<file path="config.mk">
export PLATFORM = sky130hd
export DESIGN_NAME = nested_vector_controller
export DESIGN_NICKNAME = d
export VERILOG_FILES = /design/src/rtl/vic_pkg.sv /design/src/rtl/exception_arbiter.sv /design/src/rtl/irq_source_select.sv /design/src/rtl/nested_vector_controller.sv
export SDC_FILE = /design/constraint.sdc
export NUM_CORES = 2
export LEC_CHECK = 0
export ABC_AREA = 1
export BUFFER_PORTS_ARGS = -buffer_cell sky130_fd_sc_hd__buf_2
export CAP_MARGIN = 20
export CELL_PAD_IN_SITES_DETAIL_PLACEMENT = 0
export CELL_PAD_IN_SITES_GLOBAL_PLACEMENT = 2
export CORE_MARGIN = 2
export CORE_UTILIZATION = 30
export CTS_CLUSTER_SIZE = 14
export DETAILED_ROUTE_END_ITERATION = 16
export PLACE_DENSITY = 0.78
export REMOVE_ABC_BUFFERS = 1
export SLEW_MARGIN = 20
export SYNTH_ARGS = -nofsm -noshare
export SYNTH_HDL_FRONTEND = slang
export SYNTH_SLANG_ARGS = --single-unit
</file>
<file path="constraint.sdc">
create_clock -name clk_i -period 41.1 [get_ports clk_i]
set_input_delay 8.22 -clock clk_i [delete_from_list [all_inputs] [get_ports clk_i]]
set_output_delay 8.22 -clock clk_i [all_outputs]
set_load 0.01 [all_outputs]
</file>
<file path="src/rtl/vic_pkg.sv">
package vic_pkg;
    localparam int NUM_SYS = 16;
    localparam int NUM_IRQ = 32;
    localparam int NUM_EXC = 48;
    localparam int NUM_SYS_PROG = 7;
    localparam int PRIO_W = 3;
    localparam int PRIO_FIELD_W = 4;
    localparam int KEY_W = 4;
    localparam int CNT_W = 3;
    localparam int STACK_CYCLES = 8;
    localparam int UNSTACK_CYCLES = 8;
    localparam logic [CNT_W-1:0] STACK_CNT_INIT = CNT_W'(STACK_CYCLES - 1);
    localparam logic [CNT_W-1:0] UNSTACK_CNT_INIT = CNT_W'(UNSTACK_CYCLES - 1);
    localparam logic [5:0] EXC_NONE = 6'h00;
    localparam logic [5:0] EXC_RESET = 6'h01;
    localparam logic [5:0] EXC_NMI = 6'h02;
    localparam logic [5:0] EXC_HARD = 6'h03;
    localparam logic [5:0] EXC_MEM = 6'h04;
    localparam logic [5:0] EXC_BUS = 6'h05;
    localparam logic [5:0] EXC_USAGE = 6'h06;
    localparam logic [5:0] EXC_SVC = 6'h0B;
    localparam logic [5:0] EXC_DBG = 6'h0C;
    localparam logic [5:0] EXC_DEFER = 6'h0E;
    localparam logic [5:0] EXC_TICK = 6'h0F;
    localparam logic [5:0] EXC_IRQ_BASE = 6'h10;
    localparam logic [NUM_SYS_PROG-1:0][5:0] SYS_PROG_EXC =
        {EXC_TICK, EXC_DEFER, EXC_DBG, EXC_SVC, EXC_USAGE, EXC_BUS, EXC_MEM};
    localparam logic [15:0] EXC_VALID_MASK = 16'hD87E;
    localparam logic [9:0] OFS_MSP = 10'h000;
    localparam logic [9:0] OFS_RESET = 10'h004;
    localparam logic [9:0] OFS_IRQ_FIRST = 10'h040;
    localparam logic [9:0] OFS_IRQ_LAST = 10'h3FC;
    localparam logic [KEY_W-1:0] KEY_RESET = 4'h0;
    localparam logic [KEY_W-1:0] KEY_NMI = 4'h1;
    localparam logic [KEY_W-1:0] KEY_HARD = 4'h2;
    localparam logic [KEY_W-1:0] KEY_PROG_BASE = 4'h3;
    localparam logic [KEY_W-1:0] KEY_THREAD = 4'hF;
    localparam logic [1:0] SEL_FIXED = 2'h0;
    localparam logic [1:0] SEL_DMA = 2'h1;
    localparam logic [1:0] SEL_ARRAY = 2'h2;
    localparam logic [1:0] SEL_OFF = 2'h3;
    localparam logic [7:0] REG_ENABLE = 8'h00;
    localparam logic [7:0] REG_PEND_SET = 8'h04;
    localparam logic [7:0] REG_PEND_CLR = 8'h08;
    localparam logic [7:0] REG_ACTIVE = 8'h0C;
    localparam logic [7:0] REG_SRC_LO = 8'h10;
    localparam logic [7:0] REG_SRC_HI = 8'h14;
    localparam logic [3:0] REG_PRIO_PAGE = 4'h2;
    localparam logic [7:0] REG_SYS_PRIO = 8'h30;
    localparam logic [7:0] REG_SYS_CTRL = 8'h34;
    localparam logic [7:0] REG_STATUS = 8'h38;
    localparam int CTRL_SPLIT_LSB = 0;
    localparam int CTRL_FAULT_LSB = 4;
    localparam int CTRL_NMI_EN_BIT = 7;
    localparam int CTRL_NMI_SEL_LSB = 8;
    localparam int CTRL_DEFER_BIT = 16;
    localparam int STAT_BEST_LSB = 8;
    localparam int STAT_VALID_BIT = 16;
    localparam int STAT_DEPTH_LSB = 24;

    typedef enum logic [2:0] {
        ST_BOOT_SP, ST_BOOT_VEC, ST_THREAD, ST_STACK, ST_ENTER, ST_HANDLER, ST_UNSTACK
    } fsm_type;

    typedef struct packed {
        logic we;
        logic re;
        logic [7:0] addr;
        logic [31:0] wdata;
    } reg_req_type;

    typedef struct packed {
        logic eeprom_fault;
        logic dma_hub_err;
        logic decimator;
        logic usb_ep_data;
        logic usb_ep0;
        logic usb_bus;
        logic usb_arb;
        logic usb_sof;
        logic [3:0] timer;
        logic can;
        logic i2c;
        logic comparators;
        logic port_unit_15;
        logic port_unit_12;
        logic [6:0] port_interrupt_unit;
        logic sleep;
        logic cache_ecc;
        logic low_voltage_detect;
    } fixed_src_type;

    typedef struct packed {
        logic usage;
        logic bus;
        logic mem_manage;
    } fault_req_type;

    typedef struct packed {
        logic stack;
        logic unstack;
        logic fetch;
        logic [5:0] exc_num;
        logic [9:0] vec_offset;
    } core_ctrl_type;
endpackage : vic_pkg

</file>
<file path="src/rtl/exception_arbiter.sv">
`timescale 1ns/1ps
`default_nettype none
module exception_arbiter #(
    parameter int N = 48,
    parameter int KW = 4,
    parameter int IW = 6
) (
    input wire logic [N-1:0] cand_i,
    input wire logic [N-1:0][KW-1:0] key_i,
    output logic valid_o,
    output logic [IW-1:0] idx_o
);
    logic [KW-1:0] best_key;

    // Strict compare keeps the lowest number on a tie
    always_comb begin
        valid_o = 1'b0;
        idx_o = '0;
        best_key = '1;
        for (int i = 0; i < N; i++) begin
            if (cand_i[i] && (!valid_o || key_i[i] < best_key)) begin
                valid_o = 1'b1;
                idx_o = IW'(i);
                best_key = key_i[i];
            end
        end
    end
endmodule : exception_arbiter
`default_nettype wire

</file>
<file path="src/rtl/irq_source_select.sv">
`timescale 1ns/1ps
`default_nettype none
module irq_source_select (
    input wire vic_pkg::fixed_src_type fixed_i,
    input wire logic [15:0] dma_low_i,
    input wire logic [15:0] dma_high_i,
    input wire logic [31:0] array_i,
    input wire logic [31:0][1:0] sel_i,
    output logic [31:0] req_o
);
    import vic_pkg::*;
    logic [31:0] fixed_vec;
    logic [31:0] dma_vec;

    // Reserved fixed slots tie low
    assign fixed_vec[31:14] = {fixed_i.eeprom_fault, fixed_i.dma_hub_err, fixed_i.decimator, 3'h0,
        fixed_i.usb_ep_data, fixed_i.usb_ep0, fixed_i.usb_bus, fixed_i.usb_arb,
        fixed_i.usb_sof, fixed_i.timer, fixed_i.can, fixed_i.i2c, 1'b0};
    assign fixed_vec[13:0] = {fixed_i.comparators, fixed_i.port_unit_15, fixed_i.port_unit_12,
        fixed_i.port_interrupt_unit, fixed_i.sleep, 1'b0, fixed_i.cache_ecc,
        fixed_i.low_voltage_detect};
    assign dma_vec = {dma_high_i, dma_low_i};

    always_comb begin
        for (int n = 0; n < 32; n++) begin
            unique case (sel_i[n])
                SEL_FIXED: req_o[n] = fixed_vec[n];
                SEL_DMA: req_o[n] = dma_vec[n];
                SEL_ARRAY: req_o[n] = array_i[n];
                SEL_OFF: req_o[n] = 1'b0;
            endcase
        end
    end
endmodule : irq_source_select
`default_nettype wire

</file>
<file path="src/rtl/nested_vector_controller.sv">
`timescale 1ns/1ps
`default_nettype none
module nested_vector_controller #(
    parameter int PRIO_LEVELS = 8,
    parameter int STACK_DEPTH = 12,
    parameter int NUM_PINS = 64
) (
    input wire logic clk_i,
    input wire logic arst_n_i,
    input wire vic_pkg::reg_req_type reg_i,
    output logic [31:0] rdata_o,
    input wire vic_pkg::fixed_src_type fixed_src_i,
    input wire logic [15:0] dma_term_bus_low_i,
    input wire logic [15:0] dma_term_bus_high_i,
    input wire logic [31:0] array_irq_i,
    input wire logic [NUM_PINS-1:0] pin_i,
    input wire vic_pkg::fault_req_type fault_i,
    input wire logic service_call_i,
    input wire logic debug_monitor_i,
    input wire logic system_tick_timer_i,
    input wire logic handler_exit_i,
    output vic_pkg::core_ctrl_type core_o
);
    import vic_pkg::*;
    localparam int DW = $clog2(STACK_DEPTH + 1);
    localparam logic [PRIO_W-1:0] PRIO_MAX = PRIO_W'(PRIO_LEVELS - 1);

    typedef struct packed {
        fsm_type fsm;
        logic [CNT_W-1:0] cnt;
        logic [NUM_EXC-1:0] pend;
        logic [5:0] chosen;
        logic [STACK_DEPTH-1:0][5:0] stk;
        logic [DW-1:0] depth;
        logic [31:0] enable;
        logic [31:0][1:0] src_sel;
        logic [31:0][PRIO_W-1:0] irq_prio;
        logic [NUM_SYS_PROG-1:0][PRIO_W-1:0] sys_prio;
        logic [1:0] split;
        logic [2:0] fault_en;
        logic nmi_en;
        logic [5:0] nmi_sel;
        logic [31:0] rdata;
    } state_type;

    state_type q;
    state_type d;
    logic [NUM_EXC-1:0][KEY_W-1:0] key;
    logic [NUM_EXC-1:0][KEY_W-1:0] grp;
    logic [NUM_EXC-1:0] cand;
    logic [NUM_EXC-1:0] active;
    logic [NUM_EXC-1:0] pend_set;
    logic [NUM_EXC-1:0] pend_clr;
    logic [31:0] irq_req;
    logic best_valid;
    logic [5:0] best_idx;
    logic [KEY_W-1:0] best_grp;
    logic [KEY_W-1:0] cur_grp;
    logic [KEY_W-1:0] pop_grp;
    logic preempt;
    logic tail_go;
    logic nmi_line;
    logic tie_bad;

    // Clamping on write keeps unimplemented levels out of arbitration
    function automatic logic [PRIO_W-1:0] clamp_prio(input logic [PRIO_W-1:0] p);
        clamp_prio = (p > PRIO_MAX) ? PRIO_MAX : p;
    endfunction : clamp_prio

    function automatic logic [KEY_W-1:0] prog_key(input logic [PRIO_W-1:0] p,
                                                  input logic [1:0] s);
        prog_key = KEY_PROG_BASE + KEY_W'(p >> s);
    endfunction : prog_key

    irq_source_select u_src (
        .fixed_i(fixed_src_i),
        .dma_low_i(dma_term_bus_low_i),
        .dma_high_i(dma_term_bus_high_i),
        .array_i(array_irq_i),
        .sel_i(q.src_sel),
        .req_o(irq_req)
    );

    exception_arbiter #(
        .N(NUM_EXC),
        .KW(KEY_W),
        .IW(6)
    ) u_arb (
        .cand_i(cand),
        .key_i(key),
        .valid_o(best_valid),
        .idx_o(best_idx)
    );

    always_comb begin
        for (int i = 0; i < NUM_EXC; i++) begin
            key[i] = KEY_THREAD;
            grp[i] = KEY_THREAD;
        end
        key[EXC_RESET] = KEY_RESET;
        grp[EXC_RESET] = KEY_RESET;
        key[EXC_NMI] = KEY_NMI;
        grp[EXC_NMI] = KEY_NMI;
        key[EXC_HARD] = KEY_HARD;
        grp[EXC_HARD] = KEY_HARD;
        for (int s = 0; s < NUM_SYS_PROG; s++) begin
            key[SYS_PROG_EXC[s]] = prog_key(q.sys_prio[s], 2'h0);
            grp[SYS_PROG_EXC[s]] = prog_key(q.sys_prio[s], q.split);
        end
        for (int n = 0; n < NUM_IRQ; n++) begin
            key[NUM_SYS + n] = prog_key(q.irq_prio[n], 2'h0);
            grp[NUM_SYS + n] = prog_key(q.irq_prio[n], q.split);
        end
        active = '0;
        for (int i = 0; i < STACK_DEPTH; i++) begin
            if (DW'(i) < q.depth) begin
                active[q.stk[i]] = 1'b1;
            end
        end
    end

    // Disabled interrupts stay pending but do not compete
    assign cand = q.pend & {q.enable, EXC_VALID_MASK};
    assign best_grp = grp[best_idx];
    assign cur_grp = (q.depth == '0) ? KEY_THREAD : grp[q.stk[0]];
    assign pop_grp = (q.depth > DW'(1)) ? grp[q.stk[1]] : KEY_THREAD;
    assign preempt = best_valid && (best_grp < cur_grp);
    assign tail_go = best_valid && (best_grp < pop_grp);
    assign nmi_line = q.nmi_en && (q.nmi_sel < NUM_PINS) && pin_i[q.nmi_sel];

    always_comb begin
        d = q;
        d.rdata = '0;
        pend_set = '0;
        pend_clr = '0;
        pend_set[EXC_NMI] = nmi_line;
        for (int f = 0; f < 3; f++) begin
            if (fault_i[f]) begin
                if (q.fault_en[f] && grp[EXC_MEM + f] < cur_grp) begin
                    pend_set[EXC_MEM + f] = 1'b1;
                end else begin
                    pend_set[EXC_HARD] = 1'b1;
                end
            end
        end
        pend_set[EXC_SVC] = service_call_i;
        pend_set[EXC_DBG] = debug_monitor_i;
        pend_set[EXC_TICK] = system_tick_timer_i;
        pend_set[NUM_EXC-1:NUM_SYS] = irq_req;

        if (reg_i.we) begin
            case (reg_i.addr)
                REG_ENABLE: d.enable = reg_i.wdata;
                REG_PEND_SET: pend_set[NUM_EXC-1:NUM_SYS] = irq_req | reg_i.wdata;
                REG_PEND_CLR: pend_clr[NUM_EXC-1:NUM_SYS] = reg_i.wdata;
                REG_SRC_LO: d.src_sel[15:0] = reg_i.wdata;
                REG_SRC_HI: d.src_sel[31:16] = reg_i.wdata;
                REG_SYS_PRIO: begin
                    for (int s = 0; s < NUM_SYS_PROG; s++) begin
                        d.sys_prio[s] = clamp_prio(reg_i.wdata[PRIO_FIELD_W*s +: PRIO_W]);
                    end
                end
                REG_SYS_CTRL: begin
                    d.split = reg_i.wdata[CTRL_SPLIT_LSB +: 2];
                    d.fault_en = reg_i.wdata[CTRL_FAULT_LSB +: 3];
                    d.nmi_en = reg_i.wdata[CTRL_NMI_EN_BIT];
                    d.nmi_sel = reg_i.wdata[CTRL_NMI_SEL_LSB +: 6];
                    pend_set[EXC_DEFER] = reg_i.wdata[CTRL_DEFER_BIT];
                end
                default: begin
                    if (reg_i.addr[7:4] == REG_PRIO_PAGE) begin
                        for (int i = 0; i < 8; i++) begin
                            d.irq_prio[{reg_i.addr[3:2], 3'(i)}] =
                                clamp_prio(reg_i.wdata[PRIO_FIELD_W*i +: PRIO_W]);
                        end
                    end
                end
            endcase
        end

        if (reg_i.re) begin
            case (reg_i.addr)
                REG_ENABLE: d.rdata = q.enable;
                REG_PEND_SET: d.rdata = q.pend[NUM_EXC-1:NUM_SYS];
                REG_PEND_CLR: d.rdata = q.pend[NUM_EXC-1:NUM_SYS];
                REG_ACTIVE: d.rdata = active[NUM_EXC-1:NUM_SYS];
                REG_SRC_LO: d.rdata = q.src_sel[15:0];
                REG_SRC_HI: d.rdata = q.src_sel[31:16];
                REG_SYS_PRIO: begin
                    for (int s = 0; s < NUM_SYS_PROG; s++) begin
                        d.rdata[PRIO_FIELD_W*s +: PRIO_W] = q.sys_prio[s];
                    end
                end
                REG_SYS_CTRL: begin
                    d.rdata[CTRL_SPLIT_LSB +: 2] = q.split;
                    d.rdata[CTRL_FAULT_LSB +: 3] = q.fault_en;
                    d.rdata[CTRL_NMI_EN_BIT] = q.nmi_en;
                    d.rdata[CTRL_NMI_SEL_LSB +: 6] = q.nmi_sel;
                    d.rdata[CTRL_DEFER_BIT] = q.pend[EXC_DEFER];
                end
                REG_STATUS: begin
                    d.rdata[5:0] = (q.depth == '0) ? EXC_NONE : q.stk[0];
                    d.rdata[STAT_BEST_LSB +: 6] = best_idx;
                    d.rdata[STAT_VALID_BIT] = best_valid;
                    d.rdata[STAT_DEPTH_LSB +: DW] = q.depth;
                end
                default: begin
                    if (reg_i.addr[7:4] == REG_PRIO_PAGE) begin
                        for (int i = 0; i < 8; i++) begin
                            d.rdata[PRIO_FIELD_W*i +: PRIO_W] =
                                q.irq_prio[{reg_i.addr[3:2], 3'(i)}];
                        end
                    end
                end
            endcase
        end

        unique case (q.fsm)
            ST_BOOT_SP: begin
                d.chosen = EXC_RESET;
                d.fsm = ST_BOOT_VEC;
            end
            ST_BOOT_VEC: d.fsm = ST_THREAD;
            ST_THREAD: begin
                if (preempt) begin
                    d.chosen = best_idx;
                    d.cnt = STACK_CNT_INIT;
                    d.fsm = ST_STACK;
                end
            end
            ST_HANDLER: begin
                if (handler_exit_i) begin
                    d.stk = q.stk >> 6;
                    d.depth = q.depth - DW'(1);
                    if (tail_go) begin
                        d.chosen = best_idx;
                        d.fsm = ST_ENTER;
                    end else begin
                        d.cnt = UNSTACK_CNT_INIT;
                        d.fsm = ST_UNSTACK;
                    end
                end else if (preempt) begin
                    d.chosen = best_idx;
                    d.cnt = STACK_CNT_INIT;
                    d.fsm = ST_STACK;
                end
            end
            ST_STACK: begin
                if (preempt) begin
                    d.chosen = best_idx;
                end
                if (q.cnt == '0) begin
                    d.fsm = ST_ENTER;
                end else begin
                    d.cnt = q.cnt - CNT_W'(1);
                end
            end
            ST_ENTER: begin
                pend_clr[q.chosen] = 1'b1;
                // Nesting beyond the stack depth is dropped; size it for all group levels
                if (q.depth < DW'(STACK_DEPTH)) begin
                    d.stk = {q.stk[STACK_DEPTH-2:0], q.chosen};
                    d.depth = q.depth + DW'(1);
                end
                d.fsm = ST_HANDLER;
            end
            ST_UNSTACK: begin
                if (q.cnt == '0) begin
                    d.fsm = (q.depth == '0) ? ST_THREAD : ST_HANDLER;
                end else begin
                    d.cnt = q.cnt - CNT_W'(1);
                end
            end
        endcase
        // A source that fires during the clear keeps its flag
        d.pend = (q.pend & ~pend_clr) | pend_set;
    end

    // Boot state encodes as zero, so the all-zero reset starts at the stack pointer fetch
    always_ff @(posedge clk_i or negedge arst_n_i) begin
        if (!arst_n_i) begin
            q <= '0;
        end else begin
            q <= d;
        end
    end

    always_comb begin
        core_o.stack = (q.fsm == ST_STACK);
        core_o.unstack = (q.fsm == ST_UNSTACK);
        core_o.fetch = (q.fsm == ST_BOOT_SP) || (q.fsm == ST_BOOT_VEC) || (q.fsm == ST_ENTER);
        core_o.exc_num = q.chosen;
        core_o.vec_offset = 10'({q.chosen, 2'h0});
    end
    assign rdata_o = q.rdata;

    always_comb begin
        tie_bad = 1'b0;
        for (int i = 0; i < NUM_EXC; i++) begin
            if (6'(i) < best_idx && cand[i] && key[i] <= key[best_idx]) begin
                tie_bad = 1'b1;
            end
        end
    end
endmodule : nested_vector_controller
`default_nettype wire

</file>
==> results.ini <==
[status]
outcome = completed

[global_routing]
grt_pass1_wl_mm = 309.4
grt_max_degree = 94
grt_pass1_vias = 42660
grt_use_total_pct = 32.50
grt-ovfl-total = 0
grt_antenna_before_repair = 21

[detailed_routing]
dr.pass1.iters = 9
wirelength_mm = 220.2
drt_iter0_markers = 5773
drc_errors = 0
postRouteAntennaNets = 0
via_per_inst = 5.841
wl_per_cell_um = 27.90
vias = 46110

[synth]
syn_inst = 5701
yosysTopAreaCell = dfrtp_1
synth-seq-area-share_pct = 25.63
ys_types = 75
synth_edf_count = 0
syn_area_mm2 = 0.03779
yosys_warnings = 0
synthArstFlopShare_pct = 100.0
synth.top_cell.area_share_pct = 25.63
yosys-top-cells-area = dfrtp_1 26%, nand2_1 12%, o21ai_0 8.2%
synth.avg_cell_area_um2 = 6.629
postSynthRegisterBits = 387
ys.flop_type = dfrtp_1

[critical_path]
crit_arrival_ns = 38.97
regToRegSetupSlack_ns = 2.65
critical_path.max_fanout = 11
regToRegEndpoint = core_o[6]$_DFFE_PN0P_
reg2reg_from = q[44]$_DFFE_PN0P_
critPathKind = reg2reg
r2r_cells = 432
critPathMaxStageDelay_ns = 0.37
crit_slowest_cell = dfrtp_1
endpoint_kind = flip-flop
cp.required_ns = 41.63
start_kind = flip-flop
cpMostUsedCell = nand2_2

[hold_path]
hp-start = q[387]$_DFFE_PN0P_
hold-path-cell-count = 2
hold_class = reg2reg
whs_endpoint = q[387]$_DFFE_PN0P_

[floorplan]
die_w_um = 358.9
ioPinCount = 257
die_y_um = 358.9
die-area_mm2 = 0.1288
start_util_pct = 30.17
rows = 130
core_area_mm2 = 0.1252

[run]
cap_violations = 0

[sta]
slew_viol_final = 0
hold_violations = 0
max_slew.worst_pin.slew_ns = 1.189
slew_headroom_pct = 20.55
setup_violations = 0
layout_min_cycle_time_ns = 38.45
skew_ns = 0.04134
post-route-period-util_pct = 93.54
rsz0062_at_grt = yes
fmax_mhz = 26.01

[cells_and_area]
instances_no_fill = 7893
layout_commonest_cell = nand2_1
syn2layout_area_growth_pct = 22.92
drive_above_1_share_pct = 20.95
final_net_count = 6584
final_cell_mix = 1066 x nand2_1, 660 x inv_1, 541 x o21ai_0

[clock_network]
clockBufferDepth = 3
clock_sinks = 387
cts-buffers-inserted = 48
cts_hold_buffers = 0
cts_max_level = 2
cts_tree = yes
clk_pin_slew_ns = 0.06
clock_latency_ns = 0.68
root_buffer = clkbuf_16

[placement]
gp_congestion = 1.062
dpl.cell_count = 7717
portBuffers = 252
place_hpwl_mm = 171.1

## metrics by stage
step | setup WS (ns) | utilization [%] | hold slack (ns) | area (µm²) | TNS [ns]
after floorplan | 1.662 | - | 0.4491 | 36170 | 0
after global placement | 0.4370 | 34.24 | 0.4655 | 42890 | 0
after detailed placement | -1.672 | 34.26 | 0.4707 | 42900 | -21.74
after CTS | 0.03105 | 35.58 | 0.4846 | 44560 | 0
after global routing | -0.4844 | 37.08 | 0.5018 | 46440 | -5.201
final | 2.655 | 37.09 | 0.4852 | 46450 | 0
## registers in the layout (all words and copies together), names as in the netlist
signal / flops
core_o: 6
q: 349
rdata_o: 32
## worst max-delay path by stage
stage / cells past startpoint / slack [ns] / startpoint / end
floorplan: 406 / 1.66 / q[44]$_DFFE_PN0P_ / core_o[3]$_DFFE_PN0P_
global placement: 410 / 0.44 / q[44]$_DFFE_PN0P_ / core_o[2]$_DFFE_PN0P_
detailed placement: 406 / -1.67 / q[44]$_DFFE_PN0P_ / core_o[2]$_DFFE_PN0P_
CTS: 410 / 0.03 / q[44]$_DFFE_PN0P_ / core_o[2]$_DFFE_PN0P_
global route: 441 / -0.48 / q[44]$_DFFE_PN0P_ / core_o[2]$_DFFE_PN0P_
finish: 432 / 2.65 / q[44]$_DFFE_PN0P_ / core_o[6]$_DFFE_PN0P_
## cells in the mapped netlist (28+ instances only)
| cell type | number |
|---|---|
| nor3_1 | 166 |
| nand2_1 | 1179 |
| nor2_1 | 323 |
| clkinv_1 | 50 |
| buf_4 | 53 |
| o21ai_0 | 619 |
| nand2_4 | 66 |
| o221ai_1 | 76 |
| inv_1 | 669 |
| xor2_1 | 36 |
| nand4_1 | 34 |
| nand3_1 | 448 |
| dfrtp_1 | 387 |
| xnor2_1 | 46 |
| o22ai_1 | 138 |
| a221oi_1 | 38 |
| o211ai_1 | 121 |
| o21ai_1 | 44 |
| nor4_1 | 28 |
| o2111ai_1 | 45 |
| a22oi_1 | 31 |
| ha_1 | 181 |
| a31oi_1 | 77 |
| nand2_2 | 60 |
| clkbuf_1 | 221 |
| a21oi_1 | 300 |
| o31ai_1 | 36 |
## worst max-delay path: cells and delay by family (launching register included)
| kind | cells | cell delay, ns |
|---|---|---|
| simple gates | 269 | 18.38 |
| flops | 1 | 0.37 |
| buf+inv | 77 | 3.52 |
| compound gates | 45 | 4.09 |
| fa+ha+maj | 40 | 11.57 |
| xor+xnor | 1 | 0.17 |
## layout make-up
cell class              count  area (µm²)
multi-input cells        4268       25030
diodes                      8       20.02
flip-flops and latches    387        9689
well taps                1650        2064
fillers                 13700       78790
repair buffers            757        5195
clock buffers              63        1328
repair inverters            1       8.758
clock inverters            25       291.5
inverters                 734        2826
## repair_timing
action	CTS	global route
gates cloned	0	3
gates resized for setup	53	360
pin swaps	0	185
setup endpoints to repair	18	18
setup buffers	0	79
## routing by layer
metal	wire, µm	vias to the layer above	GRT usage, %	share of wire, %
li1	-	20840	-	-
met1	89460	22130	42.74	41
met2	95520	2539	49.94	43
met3	22130	580	7.427	10
met4	13010	12	16.18	5.9
met5	83	-	0	0.038
## cells by family (layout without fill, tap and decap cells)
group	count (synthesis)	in the layout	share of synthesized area (%)
DFF	387	387	25.63
xor gates and xnor gates	82	82	1.900
AOI/OAI and AO/OA	1673	1673	27.15
and+or+nand+nor	2327	2328	27.57
adders and majority gates	181	181	5.993
other	1	12	0.009923
buffers and inverters	1050	1580	11.74
Power is not shown: default switching activity piles up to over one toggle a cycle in this logic, so the estimate is an artifact.
